==> src/rtl/asc_pkg.sv <==
// Purpose: constants and types of the converter sequence control
// Assumes: mclk is the E clock, 125 MHz
// Notes: register offsets are on the plain register port
// Summary of operation
// - sequence starts one cycle after control write
// - done flag set after fourth conversion
// - four readable 8-bit result slots
// - slot updates never collide with reads
// - clock select: E clock or RC tick
// - option bit 7 powers the converter
// - protected option bit 4: write-once in 64 cycles, any time in special mode
// - stop exit delay 4000 cycles or four
// - low reference 00, high reference ff
// - sixteen channel codes to the multiplexer
// - single channel, no scan: four, halt
// - single channel scan: slots cycle round
// - group, no scan: four channels, halt
// - group scan: keep cycling the group
// - stop or wait suspends, resample on resume
// - control bit 7 read-only, bit 6 zero
// - control write abandons running sequence
// - control write clears done, starts sequence
// - scan: done after first sequence, keep updating
// - group bit clear: one channel from bits 3:0
// - group: high two bits select the group
// - result slots ignore writes
// - eight comparisons, msb first, then transfer
package asc_pkg;
    localparam int ADDR_W = 3;
    localparam logic [2:0] OFS_CTL = 3'h0;
    localparam logic [2:0] OFS_RES1 = 3'h1;
    localparam logic [2:0] OFS_RES4 = 3'h4;
    localparam logic [2:0] OFS_OPT = 3'h5;
    localparam int CTL_DONE_BIT = 7;
    localparam int CTL_SCAN_BIT = 5;
    localparam int CTL_GROUP_MODE_BIT = 4;
    localparam int OPT_PWR_BIT = 7;
    localparam int OPT_CONVERSION_CLOCK_SELECT_BIT = 6;
    localparam int OPT_DLY_BIT = 4;
    localparam logic [7:0] CTL_RST = 8'h00;
    localparam logic [7:0] OPT_RST = 8'h10;
    localparam int PROT_WINDOW = 64;
    localparam int CONV_CYCLES = 32;
    localparam int SAMPLE_CYCLES = 12;
    localparam int STEP_CYCLES = 2;
    localparam int SAR_BITS = 8;
    localparam int SEQ_LEN = 4;
    localparam logic [4:0] PH_SAMPLE_END = 5'(SAMPLE_CYCLES - 1);
    localparam logic [4:0] PH_CMP_END =
        5'(SAMPLE_CYCLES + SAR_BITS * STEP_CYCLES - 1);
    localparam logic [4:0] PH_LAST = 5'(CONV_CYCLES - 1);
    localparam logic [1:0] IDX_LAST = 2'(SEQ_LEN - 1);
    localparam logic [7:0] SAR_MSB = 8'h80;
    localparam int STOP_DLY_LONG = 4000;
    localparam int STOP_DLY_SHORT = 4;
    typedef enum logic [1:0] {ST_IDLE, ST_SAMPLE, ST_CONVERT} asc_state_t;
endpackage

==> src/rtl/asc_sar_if.sv <==
// Purpose: carrier between sequencer and approximation engine
// Assumes: one clock domain
// Notes: comparator level travels with the step strobe
`timescale 1ns/1ps
interface asc_sar_if;
    logic start;
    logic step;
    logic comp;
    logic [7:0] trial;
    logic [7:0] result;
    logic done;
    modport seq (output start, output step, output comp,
        input trial, input result, input done);
    modport sar (input start, input step, input comp,
        output trial, output result, output done);
endinterface

==> src/rtl/asc_sar.sv <==
// Purpose: successive approximation register, msb first
// Assumes: comp high means input at or above trial code
// Notes: result holds until the next completed conversion
`timescale 1ns/1ps
module asc_sar
    import asc_pkg::*;
(
    input wire logic mclk,
    input wire logic reset_n,
    asc_sar_if.sar sif
);
    logic [7:0] trial_ff;
    logic [7:0] mask_ff;
    logic [7:0] result_ff;
    logic done_ff;
    logic [7:0] nxt_trial;

    always_comb begin
        nxt_trial = sif.comp ? trial_ff : (trial_ff & ~mask_ff);
        nxt_trial = nxt_trial | (mask_ff >> 1);
    end

    // ---------------------------------------------
    // approximation steps
    // ---------------------------------------------
    always_ff @(posedge mclk) begin
        if (!reset_n) begin
            trial_ff <= 8'h00;
            mask_ff <= 8'h00;
            result_ff <= 8'h00;
            done_ff <= 1'b0;
        end else begin
            done_ff <= 1'b0;
            if (sif.start) begin
                trial_ff <= SAR_MSB;
                mask_ff <= SAR_MSB;
            end else if (sif.step && mask_ff != 8'h00) begin
                trial_ff <= nxt_trial;
                mask_ff <= mask_ff >> 1;
                if (mask_ff == 8'h01) begin
                    // full range 00..ff, no overflow bit
                    result_ff <= nxt_trial;
                    done_ff <= 1'b1;
                end
            end
        end
    end

    assign sif.trial = trial_ff;
    assign sif.result = result_ff;
    assign sif.done = done_ff;
endmodule

==> src/rtl/asc_wake.sv <==
// Purpose: stop-exit hold-off counter
// Assumes: stop_mode is a level, high while stopped
// Notes: long count covers oscillator settling
`timescale 1ns/1ps
module asc_wake
    import asc_pkg::*;
(
    input wire logic mclk,
    input wire logic reset_n,
    input wire logic stop_mode,
    input wire logic delay_en,
    output logic ready
);
    logic [11:0] cnt_ff;
    logic busy_ff;

    always_ff @(posedge mclk) begin
        if (!reset_n) begin
            cnt_ff <= 12'h000;
            busy_ff <= 1'b0;
        end else if (stop_mode) begin
            busy_ff <= 1'b1;
            cnt_ff <= delay_en ? 12'(STOP_DLY_LONG - 1)
                               : 12'(STOP_DLY_SHORT - 1);
        end else if (busy_ff) begin
            if (cnt_ff == 12'h000) begin
                busy_ff <= 1'b0;
            end else begin
                cnt_ff <= cnt_ff - 12'h001;
            end
        end
    end

    assign ready = !busy_ff && !stop_mode;
endmodule

==> src/rtl/asc_top.sv <==
// Purpose: control of a four-conversion sequenced 8-bit converter
// Assumes: register port strobes are one cycle, synchronous
// Notes: analog core supplies comp_above and rc_tick
`timescale 1ns/1ps
module asc_top
    import asc_pkg::*;
(
    input wire logic mclk,
    input wire logic reset_n,
    input wire logic [ADDR_W-1:0] reg_addr,
    input wire logic [7:0] reg_wdata,
    input wire logic reg_wr,
    input wire logic reg_rd,
    output logic [7:0] reg_rdata,
    input wire logic special_mode,
    input wire logic stop_mode,
    input wire logic wait_mode,
    input wire logic rc_tick,
    input wire logic comp_above,
    output logic [3:0] mux_channel,
    output logic sample_gate,
    output logic [7:0] dac_code,
    output logic converter_power_on,
    output logic conversion_clock_select,
    output logic stop_exit_ready
);

    // ---------------------------------------------
    // declarations
    // ---------------------------------------------
    logic [7:0] ctl_ff;
    logic [7:0] opt_ff;
    logic done_ff;
    logic start_ff;
    logic [6:0] prot_cnt_ff;
    logic prot_wrote_ff;
    asc_state_t state_ff;
    asc_state_t nxt_state;
    logic [4:0] phase_ff;
    logic [4:0] nxt_phase;
    logic [1:0] idx_ff;
    logic [1:0] nxt_idx;
    logic [7:0] slot_ff [SEQ_LEN];
    logic [7:0] rdata_ff;
    logic ctl_wr;
    logic opt_wr;
    logic prot_open;
    logic tick;
    logic halt;
    logic wake_ready;
    logic conv_end;
    logic done_set;
    logic seq_last;
    logic sar_start;
    logic sar_step;
    logic scan;
    logic group_mode;

    asc_sar_if sif ();

    // ---------------------------------------------
    // decode
    // ---------------------------------------------
    assign ctl_wr = reg_wr && reg_addr == OFS_CTL;
    assign opt_wr = reg_wr && reg_addr == OFS_OPT;
    assign scan = ctl_ff[CTL_SCAN_BIT];
    assign group_mode = ctl_ff[CTL_GROUP_MODE_BIT];

    // ---------------------------------------------
    // option register
    // ---------------------------------------------
    // protected bit opens for a single write early after reset, and for any write in special mode
    assign prot_open = special_mode
        || (prot_cnt_ff < 7'(PROT_WINDOW) && !prot_wrote_ff);

    always_ff @(posedge mclk) begin
        if (!reset_n) begin
            prot_cnt_ff <= 7'h00;
        end else if (prot_cnt_ff < 7'(PROT_WINDOW)) begin
            prot_cnt_ff <= prot_cnt_ff + 7'h01;
        end
    end

    always_ff @(posedge mclk) begin
        if (!reset_n) begin
            prot_wrote_ff <= 1'b0;
        end else if (opt_wr && prot_open) begin
            prot_wrote_ff <= 1'b1;
        end
    end

    always_ff @(posedge mclk) begin
        if (!reset_n) begin
            opt_ff <= OPT_RST;
        end else if (opt_wr) begin
            opt_ff[OPT_PWR_BIT] <= reg_wdata[OPT_PWR_BIT];
            opt_ff[OPT_CONVERSION_CLOCK_SELECT_BIT] <= reg_wdata[OPT_CONVERSION_CLOCK_SELECT_BIT];
            if (prot_open) begin
                opt_ff[OPT_DLY_BIT] <= reg_wdata[OPT_DLY_BIT];
            end
        end
    end

    assign converter_power_on = opt_ff[OPT_PWR_BIT];
    assign conversion_clock_select = opt_ff[OPT_CONVERSION_CLOCK_SELECT_BIT];

    // ---------------------------------------------
    // control register
    // ---------------------------------------------
    // bit 7 lives in done_ff and bit 6 is not stored
    always_ff @(posedge mclk) begin
        if (!reset_n) begin
            ctl_ff <= CTL_RST;
        end else if (ctl_wr) begin
            ctl_ff <= {2'b00, reg_wdata[5:0]};
        end
    end

    // start follows the write by one cycle, with fresh settings
    always_ff @(posedge mclk) begin
        if (!reset_n) begin
            start_ff <= 1'b0;
        end else begin
            start_ff <= ctl_wr;
        end
    end

    // set wins over the clear of a write in the same cycle
    always_ff @(posedge mclk) begin
        if (!reset_n) begin
            done_ff <= 1'b0;
        end else if (done_set) begin
            done_ff <= 1'b1;
        end else if (ctl_wr) begin
            done_ff <= 1'b0;
        end
    end

    // ---------------------------------------------
    // timing source and suspension
    // ---------------------------------------------
    // rc tick is asynchronous to bus in silicon, adds noise
    assign tick = conversion_clock_select ? rc_tick : 1'b1;
    assign halt = stop_mode || wait_mode || !wake_ready
        || !converter_power_on;

    asc_wake u_wake (
        .mclk(mclk),
        .reset_n(reset_n),
        .stop_mode(stop_mode),
        .delay_en(opt_ff[OPT_DLY_BIT]),
        .ready(wake_ready)
    );

    assign stop_exit_ready = wake_ready;

    // ---------------------------------------------
    // sequencer
    // ---------------------------------------------
    assign conv_end = state_ff == ST_CONVERT && phase_ff == PH_LAST
        && tick && !halt && !start_ff;
    assign seq_last = idx_ff == IDX_LAST;
    assign done_set = conv_end && seq_last;

    always_comb begin
        nxt_state = state_ff;
        nxt_phase = phase_ff;
        nxt_idx = idx_ff;
        if (start_ff) begin
            nxt_state = ST_SAMPLE;
            nxt_phase = 5'h00;
            nxt_idx = 2'h0;
        end else if (halt && state_ff != ST_IDLE) begin
            nxt_state = ST_SAMPLE;
            nxt_phase = 5'h00;
        end else if (tick) begin
            case (state_ff)
                ST_IDLE: begin
                    nxt_state = ST_IDLE;
                end
                ST_SAMPLE: begin
                    nxt_phase = phase_ff + 5'h01;
                    if (phase_ff == PH_SAMPLE_END) begin
                        nxt_state = ST_CONVERT;
                    end
                end
                ST_CONVERT: begin
                    nxt_phase = phase_ff + 5'h01;
                    if (phase_ff == PH_LAST) begin
                        nxt_phase = 5'h00;
                        nxt_idx = idx_ff + 2'h1;
                        if (seq_last && !scan) begin
                            nxt_state = ST_IDLE;
                        end else begin
                            nxt_state = ST_SAMPLE;
                        end
                    end
                end
                default: begin
                    nxt_state = ST_IDLE;
                end
            endcase
        end
    end

    always_ff @(posedge mclk) begin
        if (!reset_n) begin
            state_ff <= ST_IDLE;
            phase_ff <= 5'h00;
            idx_ff <= 2'h0;
        end else begin
            state_ff <= nxt_state;
            phase_ff <= nxt_phase;
            idx_ff <= nxt_idx;
        end
    end

    // ---------------------------------------------
    // analog core drive
    // ---------------------------------------------
    // group mode drops the low select bits for the slot index
    assign mux_channel = group_mode ? {ctl_ff[3:2], idx_ff}
                              : ctl_ff[3:0];
    assign sample_gate = state_ff == ST_SAMPLE && !halt;

    assign sar_start = state_ff == ST_SAMPLE && phase_ff == PH_SAMPLE_END
        && tick && !halt && !start_ff;
    assign sar_step = state_ff == ST_CONVERT && tick && !halt
        && !start_ff && phase_ff > PH_SAMPLE_END
        && phase_ff <= PH_CMP_END && phase_ff[0];

    assign sif.start = sar_start;
    assign sif.step = sar_step;
    assign sif.comp = comp_above;
    assign dac_code = sif.trial;

    asc_sar u_sar (
        .mclk(mclk),
        .reset_n(reset_n),
        .sif(sif)
    );

    // ---------------------------------------------
    // result slots
    // ---------------------------------------------
    // a read samples the old value, so the update never collides
    always_ff @(posedge mclk) begin
        if (!reset_n) begin
            for (int i = 0; i < SEQ_LEN; i++) begin
                slot_ff[i] <= 8'h00;
            end
        end else if (conv_end) begin
            slot_ff[idx_ff] <= sif.result;
        end
    end

    // ---------------------------------------------
    // read port
    // ---------------------------------------------
    // slot writes fall through to nothing
    always_ff @(posedge mclk) begin
        if (!reset_n) begin
            rdata_ff <= 8'h00;
        end else if (reg_rd) begin
            case (reg_addr)
                OFS_CTL: rdata_ff <= {done_ff, 1'b0, ctl_ff[5:0]};
                OFS_OPT: rdata_ff <= opt_ff & 8'hd0;
                3'h1, 3'h2, 3'h3, 3'h4: begin
                    rdata_ff <= slot_ff[2'(reg_addr - OFS_RES1)];
                end
                default: rdata_ff <= 8'h00;
            endcase
        end else begin
            rdata_ff <= 8'h00;
        end
    end

    assign reg_rdata = rdata_ff;
endmodule

==> config.mk <==
export PLATFORM = sky130hd
export DESIGN_NAME = asc_top
export DESIGN_NICKNAME = d
export VERILOG_FILES = /design/src/rtl/asc_pkg.sv /design/src/rtl/asc_sar_if.sv /design/src/rtl/asc_sar.sv /design/src/rtl/asc_wake.sv /design/src/rtl/asc_top.sv
export SDC_FILE = /design/constraint.sdc
export NUM_CORES = 1
export LEC_CHECK = 0
export ABC_AREA = 1
export BUFFER_PORTS_ARGS = -buffer_cell sky130_fd_sc_hd__buf_2
export CAP_MARGIN = 20
export CELL_PAD_IN_SITES_DETAIL_PLACEMENT = 1
export CELL_PAD_IN_SITES_GLOBAL_PLACEMENT = 1
export CORE_MARGIN = 2
export CORE_UTILIZATION = 44
export DETAILED_ROUTE_END_ITERATION = 8
export GPL_TIMING_DRIVEN = 0
export PLACE_DENSITY = 0.88
export SLEW_MARGIN = 15
export SYNTH_ARGS = -nofsm -noshare
export SYNTH_HDL_FRONTEND = slang
export SYNTH_SLANG_ARGS = --single-unit
==> constraint.sdc <==
create_clock -name mclk -period 2.9 [get_ports mclk]
set_input_delay 0.58 -clock mclk [delete_from_list [all_inputs] [get_ports mclk]]
set_output_delay 0.58 -clock mclk [all_outputs]
set_load 0.03 [all_outputs]
==> results of run 1 <==
## per-layer routing
metal	vias up	global-route usage	routed length [µm]
met5	-	0	0
met4	0	0.127	460
met3	28	0.0306	410
met2	85	0.462	7340
met1	2203	0.294	6140
li1	2208	-	-
## repair_timing
item / 4_1_cts / 5_1_grt
hold buffers: 0 / 0
endpoints found under the setup margin: 0 / 21
gates resized for setup: 0 / 4
## sequential cells by signal, summed over array words and instances (netlist names), 6 cells and up
register / cells
u_sar.sif.result: 8
reg_rdata: 8
prot_cnt_ff: 7
u_wake.cnt_ff: 12
slot_ff: 32
u_sar.mask_ff: 8
ctl_ff: 6
u_sar.sif.trial: 8
## final timing paths
path	start	to	slack (ns)	depth (start not counted)
max	phase_ff[0]	slot_ff[2][2]	0.18	10
min	reg_wdata[6]	opt_ff[6]	0.47	3
max reg2reg	phase_ff[0]	slot_ff[2][2]	0.18	10
min reg2reg	prot_wrote_ff	prot_wrote_ff	0.48	2
## worst max-delay path, cell delays in order (launching register included)
cell and delay (ns):
dfxtp_1 0.39, ha_1 0.28, nand2_1 0.11, nor2_1 0.11, ha_1 0.21, nand3_1 0.10, inv_1 0.15, nand4_2 0.25
nor2_1 0.27, nand2_1 0.31, nand2_4 0.25
## cells by family after synthesis
kind of cell / count (synthesis)
buffers and inverters: 103
AO/OA/AOI/OAI: 117
AND/OR/NAND/NOR: 312
adder cells (fa/ha/maj): 12
flip-flops: 105
XOR/XNOR: 5
## Yosys cell counts (4+ instances only)
cell / instances / area (µm²)
nand3_1: 22 / 110
a22oi_1: 7 / 52.6
nor2_1: 151 / 567
nor3_1: 9 / 45.0
nand2_1: 112 / 420
nand4_1: 10 / 62.6
o21ai_0: 60 / 300
dfxtp_1: 73 / 1460
edfxtp_1: 32 / 961
ha_1: 12 / 150
inv_1: 83 / 312
xor2_1: 4 / 35.0
a21oi_1: 36 / 180
clkbuf_1: 10 / 37.5
## final cells by class
type	count	area, µm²	share of cell area
plain buffers	18	110	0.0194
clock buffers	12	268	0.0472
repair buffers	41	205	0.0362
inverters	84	315	0.0556
multi-input cells	446	2120	0.375
clock inverters	4	47.5	0.00839
well taps	140	175	0.0309
flip-flops and latches	105	2420	0.427
## through the flow
step                      cell area, µm²  worst slack (ns)  hold slack, ns
after floorplan                     4960             0.566           0.436
after global placement              5340            -0.145           0.447
after detailed placement            5340            -0.257           0.464
after CTS                           5650            0.0287           0.470
after global routing                5670           -0.0328           0.492
final                               5670             0.177           0.469
## power by group
| part | internal (mW) | switching, mW |
|---|---|---|
| logic | 0.135 | 0.297 |
| registers | 1.57 | 0.0448 |
| clock network | 0.747 | 0.567 |
| total | 2.45 | 0.909 |
==> flow_metrics.py, run 1 <==
metrics = {
    "outcome": {
        "status": "finished, final reports clean",
    },
    "routing": {
        "via_count": 4524,
        "drtPass1Iterations": 4,
        "ant_nets": 0,
        "drc_errors": 0,
        "vias_per_cell": 5.32,
        "finalWirelength_mm": 14.3,
        "wire_per_inst_um": 16.9,
        "drtIter0Drc": 188,
    },
    "synth": {
        "synth_top_family_by_area": "simple AND/OR/NAND/NOR gates",
        "synth-main-ff-cell": "dfxtp_1",
        "synth_cell_types": 36,
        "synth_xor_area_frac": 0.00884,
        "synth_edf_count": 32,
        "ys_seq_elements": 105,
        "synth_fp_nets": 686,
        "ys_seq_area_frac": 0.489,
        "synth_async_sr_flop_share": 0,
        "synth_compound_area_frac": 0.127,
        "yosys_warnings": 0,
        "netlist_instances": 654,
        "muxShareOfSynthArea": 0,
        "syn_avg_cell_area_um2": 7.58,
        "synthesis.area_um2": 4960,
        "yosys.area_share.simple": 0.258,
        "synthAdderAreaFrac": 0.0303,
    },
    "clock_tree": {
        "cts.sinks": 105,
        "cts.clk_slew.worst_paths_ns": 0.07,
        "cts_tree": "done",
        "cts_buffers": 9,
        "clock_latency_ns": 0.36,
        "cts_setup_buffers": 0,
        "cts_htree_levels": 3,
        "cts_root_buf": "clkbuf_16",
        "clk_path_buf_depth": 2,
    },
    "layout": {
        "synthToLayoutAreaGrowth_pct": 14.4,
        "mostFrequentLayoutCells": "nor2_1, nand2_1, inv_1",
        "fill_cells": 1405,
        "final_common_cell": "nor2_1",
        "fin_nets": 737,
        "num_antenna_cells": 0,
        "utilization": 0.518,
        "layout.cells.non_filler": 850,
        "drive_gt1_frac": 0.107,
    },
    "timing": {
        "fin_crit_sh": 0.939,
        "slew_headroom": 0.489,
        "setup_tns_ns": 0,
        "worstMarginPinSlew_ns": 0.762,
        "setup_viol": 0,
        "maxClockFrequency_mhz": 367,
        "hold_viol": 0,
        "rsz0062_at_grt": "true",
        "drv_slew": 0,
        "min_period_ns": 2.72,
        "finClkSkew_ns": 0.0116,
    },
    "placement": {
        "dp_cells": 835,
        "portBuffers": 41,
        "gp_congestion": 0.809,
        "hpwl_mm": 10.4,
    },
    "pwr": {
        "vdd_drop_max_mv": 0.319,
        "p_per_area_nw_per_um2": 593,
        "p_leak_nw": 2.46,
        "p_total_mw": 3.36,
    },
    "critical_path": {
        "critPathArrivalTime_ns": 2.77,
        "worst-setup-path-type": "register to register",
        "crit_path_max_fanout": 9,
        "critPathCaptureType": "register",
        "startpoint_type": "register",
        "required_ns": 2.95,
    },
    "floorplanning": {
        "core-area_um2": 10900,
        "die_x_um": 110,
        "rows": 38,
        "start_util": 0.453,
        "design.die.area_um2": 12100,
        "io_pins": 44,
        "die_h_um": 110,
    },
    "global_route": {
        "grt_pass1_wl_mm": 23.4,
        "antenna_found_initial": 0,
        "overflow": 0,
        "grt_pass1_vias": 4851,
        "grt_usage": 0.254,
        "grt_max_degree": 18,
    },
    "worst_hold_path": {
        "min_path_type": "input pin to register",
    },
    "run": {
        "maxCapViolations": 0,
    },
}
No activity file was read; power rests on OpenSTA's default activity.
==> run 2, diff against run 1 <==
--- a/config.mk
+++ b/config.mk
@@ -5,16 +5,15 @@
 export SDC_FILE = /design/constraint.sdc
 export NUM_CORES = 1
 export LEC_CHECK = 0
-export ABC_AREA = 1
 export BUFFER_PORTS_ARGS = -buffer_cell sky130_fd_sc_hd__buf_2
 export CAP_MARGIN = 20
 export CELL_PAD_IN_SITES_DETAIL_PLACEMENT = 1
 export CELL_PAD_IN_SITES_GLOBAL_PLACEMENT = 1
 export CORE_MARGIN = 2
-export CORE_UTILIZATION = 44
+export CORE_UTILIZATION = 47
 export DETAILED_ROUTE_END_ITERATION = 8
 export GPL_TIMING_DRIVEN = 0
-export PLACE_DENSITY = 0.88
+export PLACE_DENSITY = 0.87
 export SLEW_MARGIN = 15
 export SYNTH_ARGS = -nofsm -noshare
 export SYNTH_HDL_FRONTEND = slang
==> run 2 against run 1 <==
Global-route usage fell by 3.6 points. Non-clock buffer count is 2 higher. Power fell by 18%. Sequential power about the same. Design area down 3.4%. Utilization rose by 1.9 points. Final cell count down 23%. Hold slack worse by 0.019 ns. First-iteration DRC count decreased by 19%. Register-to-register slack gained 0.05 ns. Combinational power shrank 40%. Maximum frequency up 2.0%.
==> flow_metrics.py, run 2 <==
metrics = {
    "layout": {
        "multi_input_area_um2": 2320,
        "final_common_cell": "dfxtp_1",
        "drive_gt1_frac": 0.190,
        "seq_area_um2": 2420,
        "top_register": "slot_ff",
        "fill_cells": 1159,
        "synthToLayoutAreaGrowth_pct": 13.0,
        "final_area_um2": 5470,
        "largest_register_ffs": 32,
        "num_antenna_cells": 0,
        "fin_nets": 543,
        "utilization": 0.537,
        "mostFrequentLayoutCells": "dfxtp_1, nor2_1, buf_2",
        "largestRegisters": "slot_ff x32, u_wake.cnt_ff x12",
    },
    "global_route": {
        "met2_usage": 0.372,
        "grt_pass1_vias": 3770,
        "grt_pass1_wl_mm": 19.1,
        "overflow": 0,
        "grt_usage": 0.219,
        "grt_max_degree": 21,
        "busiest_layer": "met2",
        "grt_use_met1": 0.279,
        "use_met3": 0.0340,
        "antenna_found_initial": 0,
    },
    "clock_tree": {
        "cts.sinks": 105,
        "cts_root_buf": "clkbuf_8",
        "cts.clk_slew.worst_paths_ns": 0.11,
        "cts_buffers": 9,
        "clock_latency_ns": 0.38,
        "clk_path_buf_depth": 2,
        "cts_tree": "done",
        "cts_htree_levels": 3,
    },
    "synth": {
        "synth_cell_types": 56,
        "ys_seq_elements": 105,
        "ys_seq_area_frac": 0.500,
        "yosysTopAreaCell": "dfxtp_1",
        "synth_common_cells": "dfxtp_1, nor2_1, and2_1",
        "syn_avg_cell_area_um2": 10.6,
        "synthMostInstantiatedCell": "dfxtp_1",
        "ys_top_cells_by_area": "dfxtp_1, edfxtp_1, and2_1",
        "netlist_instances": 458,
        "synth-main-ff-cell": "dfxtp_1",
        "synth_async_sr_flop_share": 0,
        "synth_fp_nets": 490,
        "yosys_warnings": 0,
        "synth_edf_count": 32,
        "synth_top_area_share": 0.302,
        "synthesis.area_um2": 4840,
    },
    "timing": {
        "hold_viol": 0,
        "slew_headroom": 0.491,
        "drv_slew": 0,
        "finClkSkew_ns": 0.00869,
        "fin_hold_ws_ns": 0.449,
        "fin_crit_sh": 0.920,
        "rsz0062_at_grt": "false",
        "maxClockFrequency_mhz": 375,
        "setup_viol": 0,
        "min_period_ns": 2.67,
        "worstMarginPinSlew_ns": 0.759,
    },
    "floorplanning": {
        "core-area_um2": 10200,
        "io_pins": 44,
        "rows": 37,
        "die_h_um": 106,
        "die_x_um": 106,
        "design.die.area_um2": 11100,
        "start_util": 0.475,
    },
    "critical_path": {
        "path_delay_family": "simple AND/OR/NAND/NOR gates",
        "crit_slowest_cell": "dfxtp_1",
        "critPathCaptureType": "register",
        "worstPathCellList": "ha_1 > and3_1 > ha_1 > and2_2 > nand3_2 > nor4b_2 > nand2b_1",
        "critPathArrivalTime_ns": 2.71,
        "crit_buf_inv": 0,
        "worst-setup-path-type": "register to register",
        "cpPeakStageDelay_ns": 0.42,
        "required_ns": 2.94,
        "cp_common_cell": "ha_1",
        "crit_path_max_fanout": 8,
        "startpoint_type": "register",
    },
    "placement": {
        "gp_congestion": 0.827,
        "placed_area_um2": 5230,
        "hpwl_mm": 8.80,
        "portBuffers": 41,
    },
    "routing": {
        "vias_per_cell": 5.57,
        "ant_nets": 0,
        "via_count": 3631,
        "drtIter0Drc": 152,
        "drc_errors": 0,
        "drtPass1Iterations": 5,
        "wire_per_inst_um": 17.8,
        "finalWirelength_mm": 11.6,
    },
    "worst_hold_path": {
        "min_path_type": "input pin to register",
    },
    "run": {
        "maxCapViolations": 0,
    },
    "pwr": {
        "vdd_drop_max_mv": 0.240,
        "p_per_area_nw_per_um2": 504,
        "p_leak_nw": 2.14,
    },
    "outcome": {
        "status": "finished, final reports clean",
    },
}
==> run 2: cell types whose count changed after synthesis, moves of 19 or more <==
cell,previous run,this run
a21oi_1,36,17
inv_1,83,13
o21ai_0,60,7
and2_1,0,38
nand2_1,112,35
nor2_1,151,46
==> run 2: repair_timing <==
| item | 4_1_cts | 5_1_grt |
|---|---|---|
| setup endpoints to repair | 36 | 24 |
| gates resized for setup | 7 | 2 |
| hold buffers | 0 | 0 |
| pin swaps | 0 | 1 |
| buffers inserted | 0 | 2 |
==> run 2: cell families (layout without fill, tap and decap cells) <==
family                   after synthesis  in the layout  share of synthesized area
XOR/XNOR                              12             12                     0.0217
AND/OR/NAND/NOR                      189            189                      0.205
AO/OA/AOI/OAI                         84             84                      0.140
multiplexers                          24             24                     0.0708
buffers and inverters                 32             90                     0.0313
flip-flops                           105            105                      0.500
adder cells (fa/ha/maj)               12             12                     0.0310
==> run 2: power breakdown <==
group	internal [mW]	leakage, nW	total [mW]	switching, mW
logic	0.105	1.14	0.259	0.154
clock network	0.337	0.0966	0.899	0.561
registers	1.56	0.897	1.60	0.0400
total	2.00	2.14	2.76	0.755
==> run 2: routing by layer <==
metal  vias to the layer above  part of all wire
met5                         -                 0
met4                         0             0.018
met2                        82              0.51
met3                        15             0.041
met1                      1787              0.44
li1                       1747                 -
==> run 2: final cells by class <==
cell class / count / share of cell area
Inverter: 13 / 0.00891
Buffer: 17 / 0.0174
Sequential cell: 105 / 0.443
Clock inverter: 7 / 0.0133
Timing Repair Buffer: 44 / 0.0411
Multi-Input combinational cell: 321 / 0.423
Clock buffer: 9 / 0.0226
Tap cell: 136 / 0.0311
==> run 2: worst paths after layout <==
path | startpoint | end | slack [ns] | cells past startpoint
worst min-delay path | reg_wdata[0] | ctl_ff[0] | 0.45 | 3
worst max-delay path | phase_ff[0] | slot_ff[2][6] | 0.23 | 7
worst max register to register | phase_ff[0] | slot_ff[2][6] | 0.23 | 7
worst min register to register | ctl_ff[2] | ctl_ff[2] | 0.51 | 2
==> run 2: metrics by stage <==
stage / cells / TNS [ns] / power [mW] / setup WS [ns]
2_1_floorplan: 458 / 0 / 1.81 / 0.247
3_3_place_gp: 635 / -10.92 / 1.87 / -0.509
3_5_place_dp: 636 / -10.28 / 1.89 / -0.610
4_1_cts: 651 / 0 / 2.79 / 0.0286
5_1_grt: 652 / 0 / 2.86 / 0.00842
6_report: 652 / 0 / 2.76 / 0.231
==> run 2: worst register-to-register path: stages (launching register included) <==
cell      delay [ns]
dfxtp_1         0.42
ha_1            0.28
and3_1          0.18
ha_1            0.15
and2_2          0.24
nand3_2         0.22
nor4b_2         0.42
nand2b_1        0.42
==> run 3, diff against run 2 <==
--- a/config.mk
+++ b/config.mk
@@ -11,9 +11,11 @@
 export CELL_PAD_IN_SITES_GLOBAL_PLACEMENT = 1
 export CORE_MARGIN = 2
 export CORE_UTILIZATION = 47
+export CTS_CLUSTER_DIAMETER = 80
 export DETAILED_ROUTE_END_ITERATION = 8
 export GPL_TIMING_DRIVEN = 0
 export PLACE_DENSITY = 0.87
+export RECOVER_POWER = 100
 export SLEW_MARGIN = 15
 export SYNTH_ARGS = -nofsm -noshare
 export SYNTH_HDL_FRONTEND = slang
==> run 3 against run 2 <==
Routed wire length is 0.12% higher. Clock-buffer cell count is the same. Register-to-register slack got worse by 0.08 ns. Final cell count unchanged. Combinational power is essentially flat. Critical path depth down 1. Clock power barely moved. Utilization decreased by 0.76 points. Critical endpoint is now u_sar.mask_ff[3]. Largest cell class unchanged. Largest power group unchanged.
==> flow_metrics.py, run 3 (synthesis gave the netlist of run 2 again) <==
metrics = {
    "outcome": {
        "status": "finished, final reports clean",
    },
    "layout": {
        "final_common_cell": "dfxtp_1",
        "mostFrequentLayoutCells": "dfxtp_1, nor2_1, clkbuf_1",
        "top_register": "slot_ff",
        "largestRegisters": "slot_ff x32, u_wake.cnt_ff x12",
        "num_antenna_cells": 0,
        "final_area_um2": 5400,
        "synthToLayoutAreaGrowth_pct": 11.4,
        "fill_cells": 1170,
        "largest_register_ffs": 32,
        "drive_gt1_frac": 0.124,
        "fin_nets": 543,
    },
    "run": {
        "maxCapViolations": 0,
    },
    "critical_path": {
        "critPathCaptureType": "register",
        "startpoint_type": "register",
        "reg2reg_depth": 6,
        "critPathArrivalTime_ns": 3.01,
        "required_ns": 3.16,
        "crit_path_max_fanout": 10,
        "worst-setup-path-type": "register to register",
    },
    "routing": {
        "ant_nets": 0,
        "wire_per_inst_um": 17.8,
        "drtPass1Iterations": 4,
        "drtIter0Drc": 149,
        "vias_per_cell": 5.54,
        "finalWirelength_mm": 11.6,
        "drc_errors": 0,
        "via_count": 3611,
    },
    "clock_tree": {
        "cts.clk_slew.worst_paths_ns": 0.11,
        "cts_hold_buffers": 0,
        "cts_tree": "done",
        "clk_path_buf_depth": 2,
        "cts_root_buf": "clkbuf_8",
        "cts_htree_levels": 3,
        "cts_buffers": 9,
        "clock_latency_ns": 0.38,
        "cts.sinks": 105,
    },
    "global_route": {
        "antenna_found_initial": 0,
        "grt_max_degree": 21,
        "grt_usage": 0.219,
        "grt_pass1_vias": 3770,
        "grt_pass1_wl_mm": 19.1,
        "overflow": 0,
    },
    "timing": {
        "worstMarginPinSlew_ns": 0.767,
        "worst_slack_ns": 0.147,
        "finClkSkew_ns": 0.00923,
        "hold_viol": 0,
        "rsz0062_at_grt": "false",
        "maxClockFrequency_mhz": 363,
        "slew_headroom": 0.486,
        "fin_crit_sh": 0.949,
        "setup_viol": 0,
        "drv_slew": 0,
        "min_period_ns": 2.75,
    },
    "worst_hold_path": {
        "holdPathStages": 3,
        "min_path_type": "input pin to register",
    },
    "floorplanning": {
        "die_x_um": 106,
        "design.die.area_um2": 11100,
        "start_util": 0.475,
        "core-area_um2": 10200,
        "die_h_um": 106,
        "io_pins": 44,
        "rows": 37,
    },
    "placement": {
        "portBuffers": 41,
        "preCtsSetupSlack_ns": -0.610,
        "hpwl_mm": 8.80,
        "gp_congestion": 0.827,
        "placed_area_um2": 5230,
    },
    "pwr": {
        "p_leak_nw": 1.97,
        "vdd_drop_max_mv": 0.248,
        "p_per_area_nw_per_um2": 510,
    },
}
run 3: path summary, 6_finish.rpt:
check | from | to | slack (ns)
max reg2reg | opt_ff[7] | u_sar.mask_ff[3] | 0.15
min reg2reg | ctl_ff[2] | ctl_ff[2] | 0.50
max | opt_ff[7] | u_sar.mask_ff[3] | 0.15
min | reg_wdata[2] | ctl_ff[2] | 0.45
run 3: layout make-up:
class                      instances  area, µm²  area share
multi-input combinational        321       2280       0.423
sequential                       105       2420       0.449
inverter                          13       48.8     0.00904
tap                              136        170      0.0315
clock buffer                       9        124      0.0230
clock inverter                     7       72.6      0.0134
timing repair buffer              44        188      0.0348
buffer                            17       86.3      0.0160
run 3: through the flow:
| stage | std cells | total power, mW | utilization | setup TNS (ns) | hold slack [ns] |
|---|---|---|---|---|---|
| after floorplan | 458 | 1.81 | - | 0 | 0.442 |
| after global placement | 635 | 1.87 | 0.512 | -10.92 | 0.449 |
| after detailed placement | 636 | 1.89 | 0.513 | -10.28 | 0.488 |
| after CTS | 651 | 2.79 | 0.535 | 0 | 0.438 |
| after global routing | 652 | 2.86 | 0.530 | 0 | 0.454 |
| final | 652 | 2.75 | 0.530 | 0 | 0.452 |
run 3: report_power, final:
group          total (mW)  switching, mW  internal [mW]
registers            1.60         0.0401           1.56
clock network       0.896          0.558          0.337
logic               0.256          0.153          0.103
run 3: timing repair:
action | 4_1_cts | 5_1_grt
gates resized for setup | 7 | 2
setup endpoints to repair | 36 | 24
hold endpoints to repair | 0 | 0
pin swaps | 0 | 1
buffers inserted | 0 | 2
run 3: layer usage:
layer,share of wire,vias up,GRT usage
li1,-,1746,-
met1,0.44,1776,0.279
met2,0.50,72,0.372
met3,0.035,17,0.0340
met4,0.018,0,0.0883
met5,0,-,0
run 3: worst max-delay path: stages (launching register included):
cell and delay (ns):
dfxtp_1 0.43, nor4b_4 0.44, or4b_1 0.60, a221oi_1 0.64
buf_6 0.25, mux2i_1 0.21, nor2_1 0.06
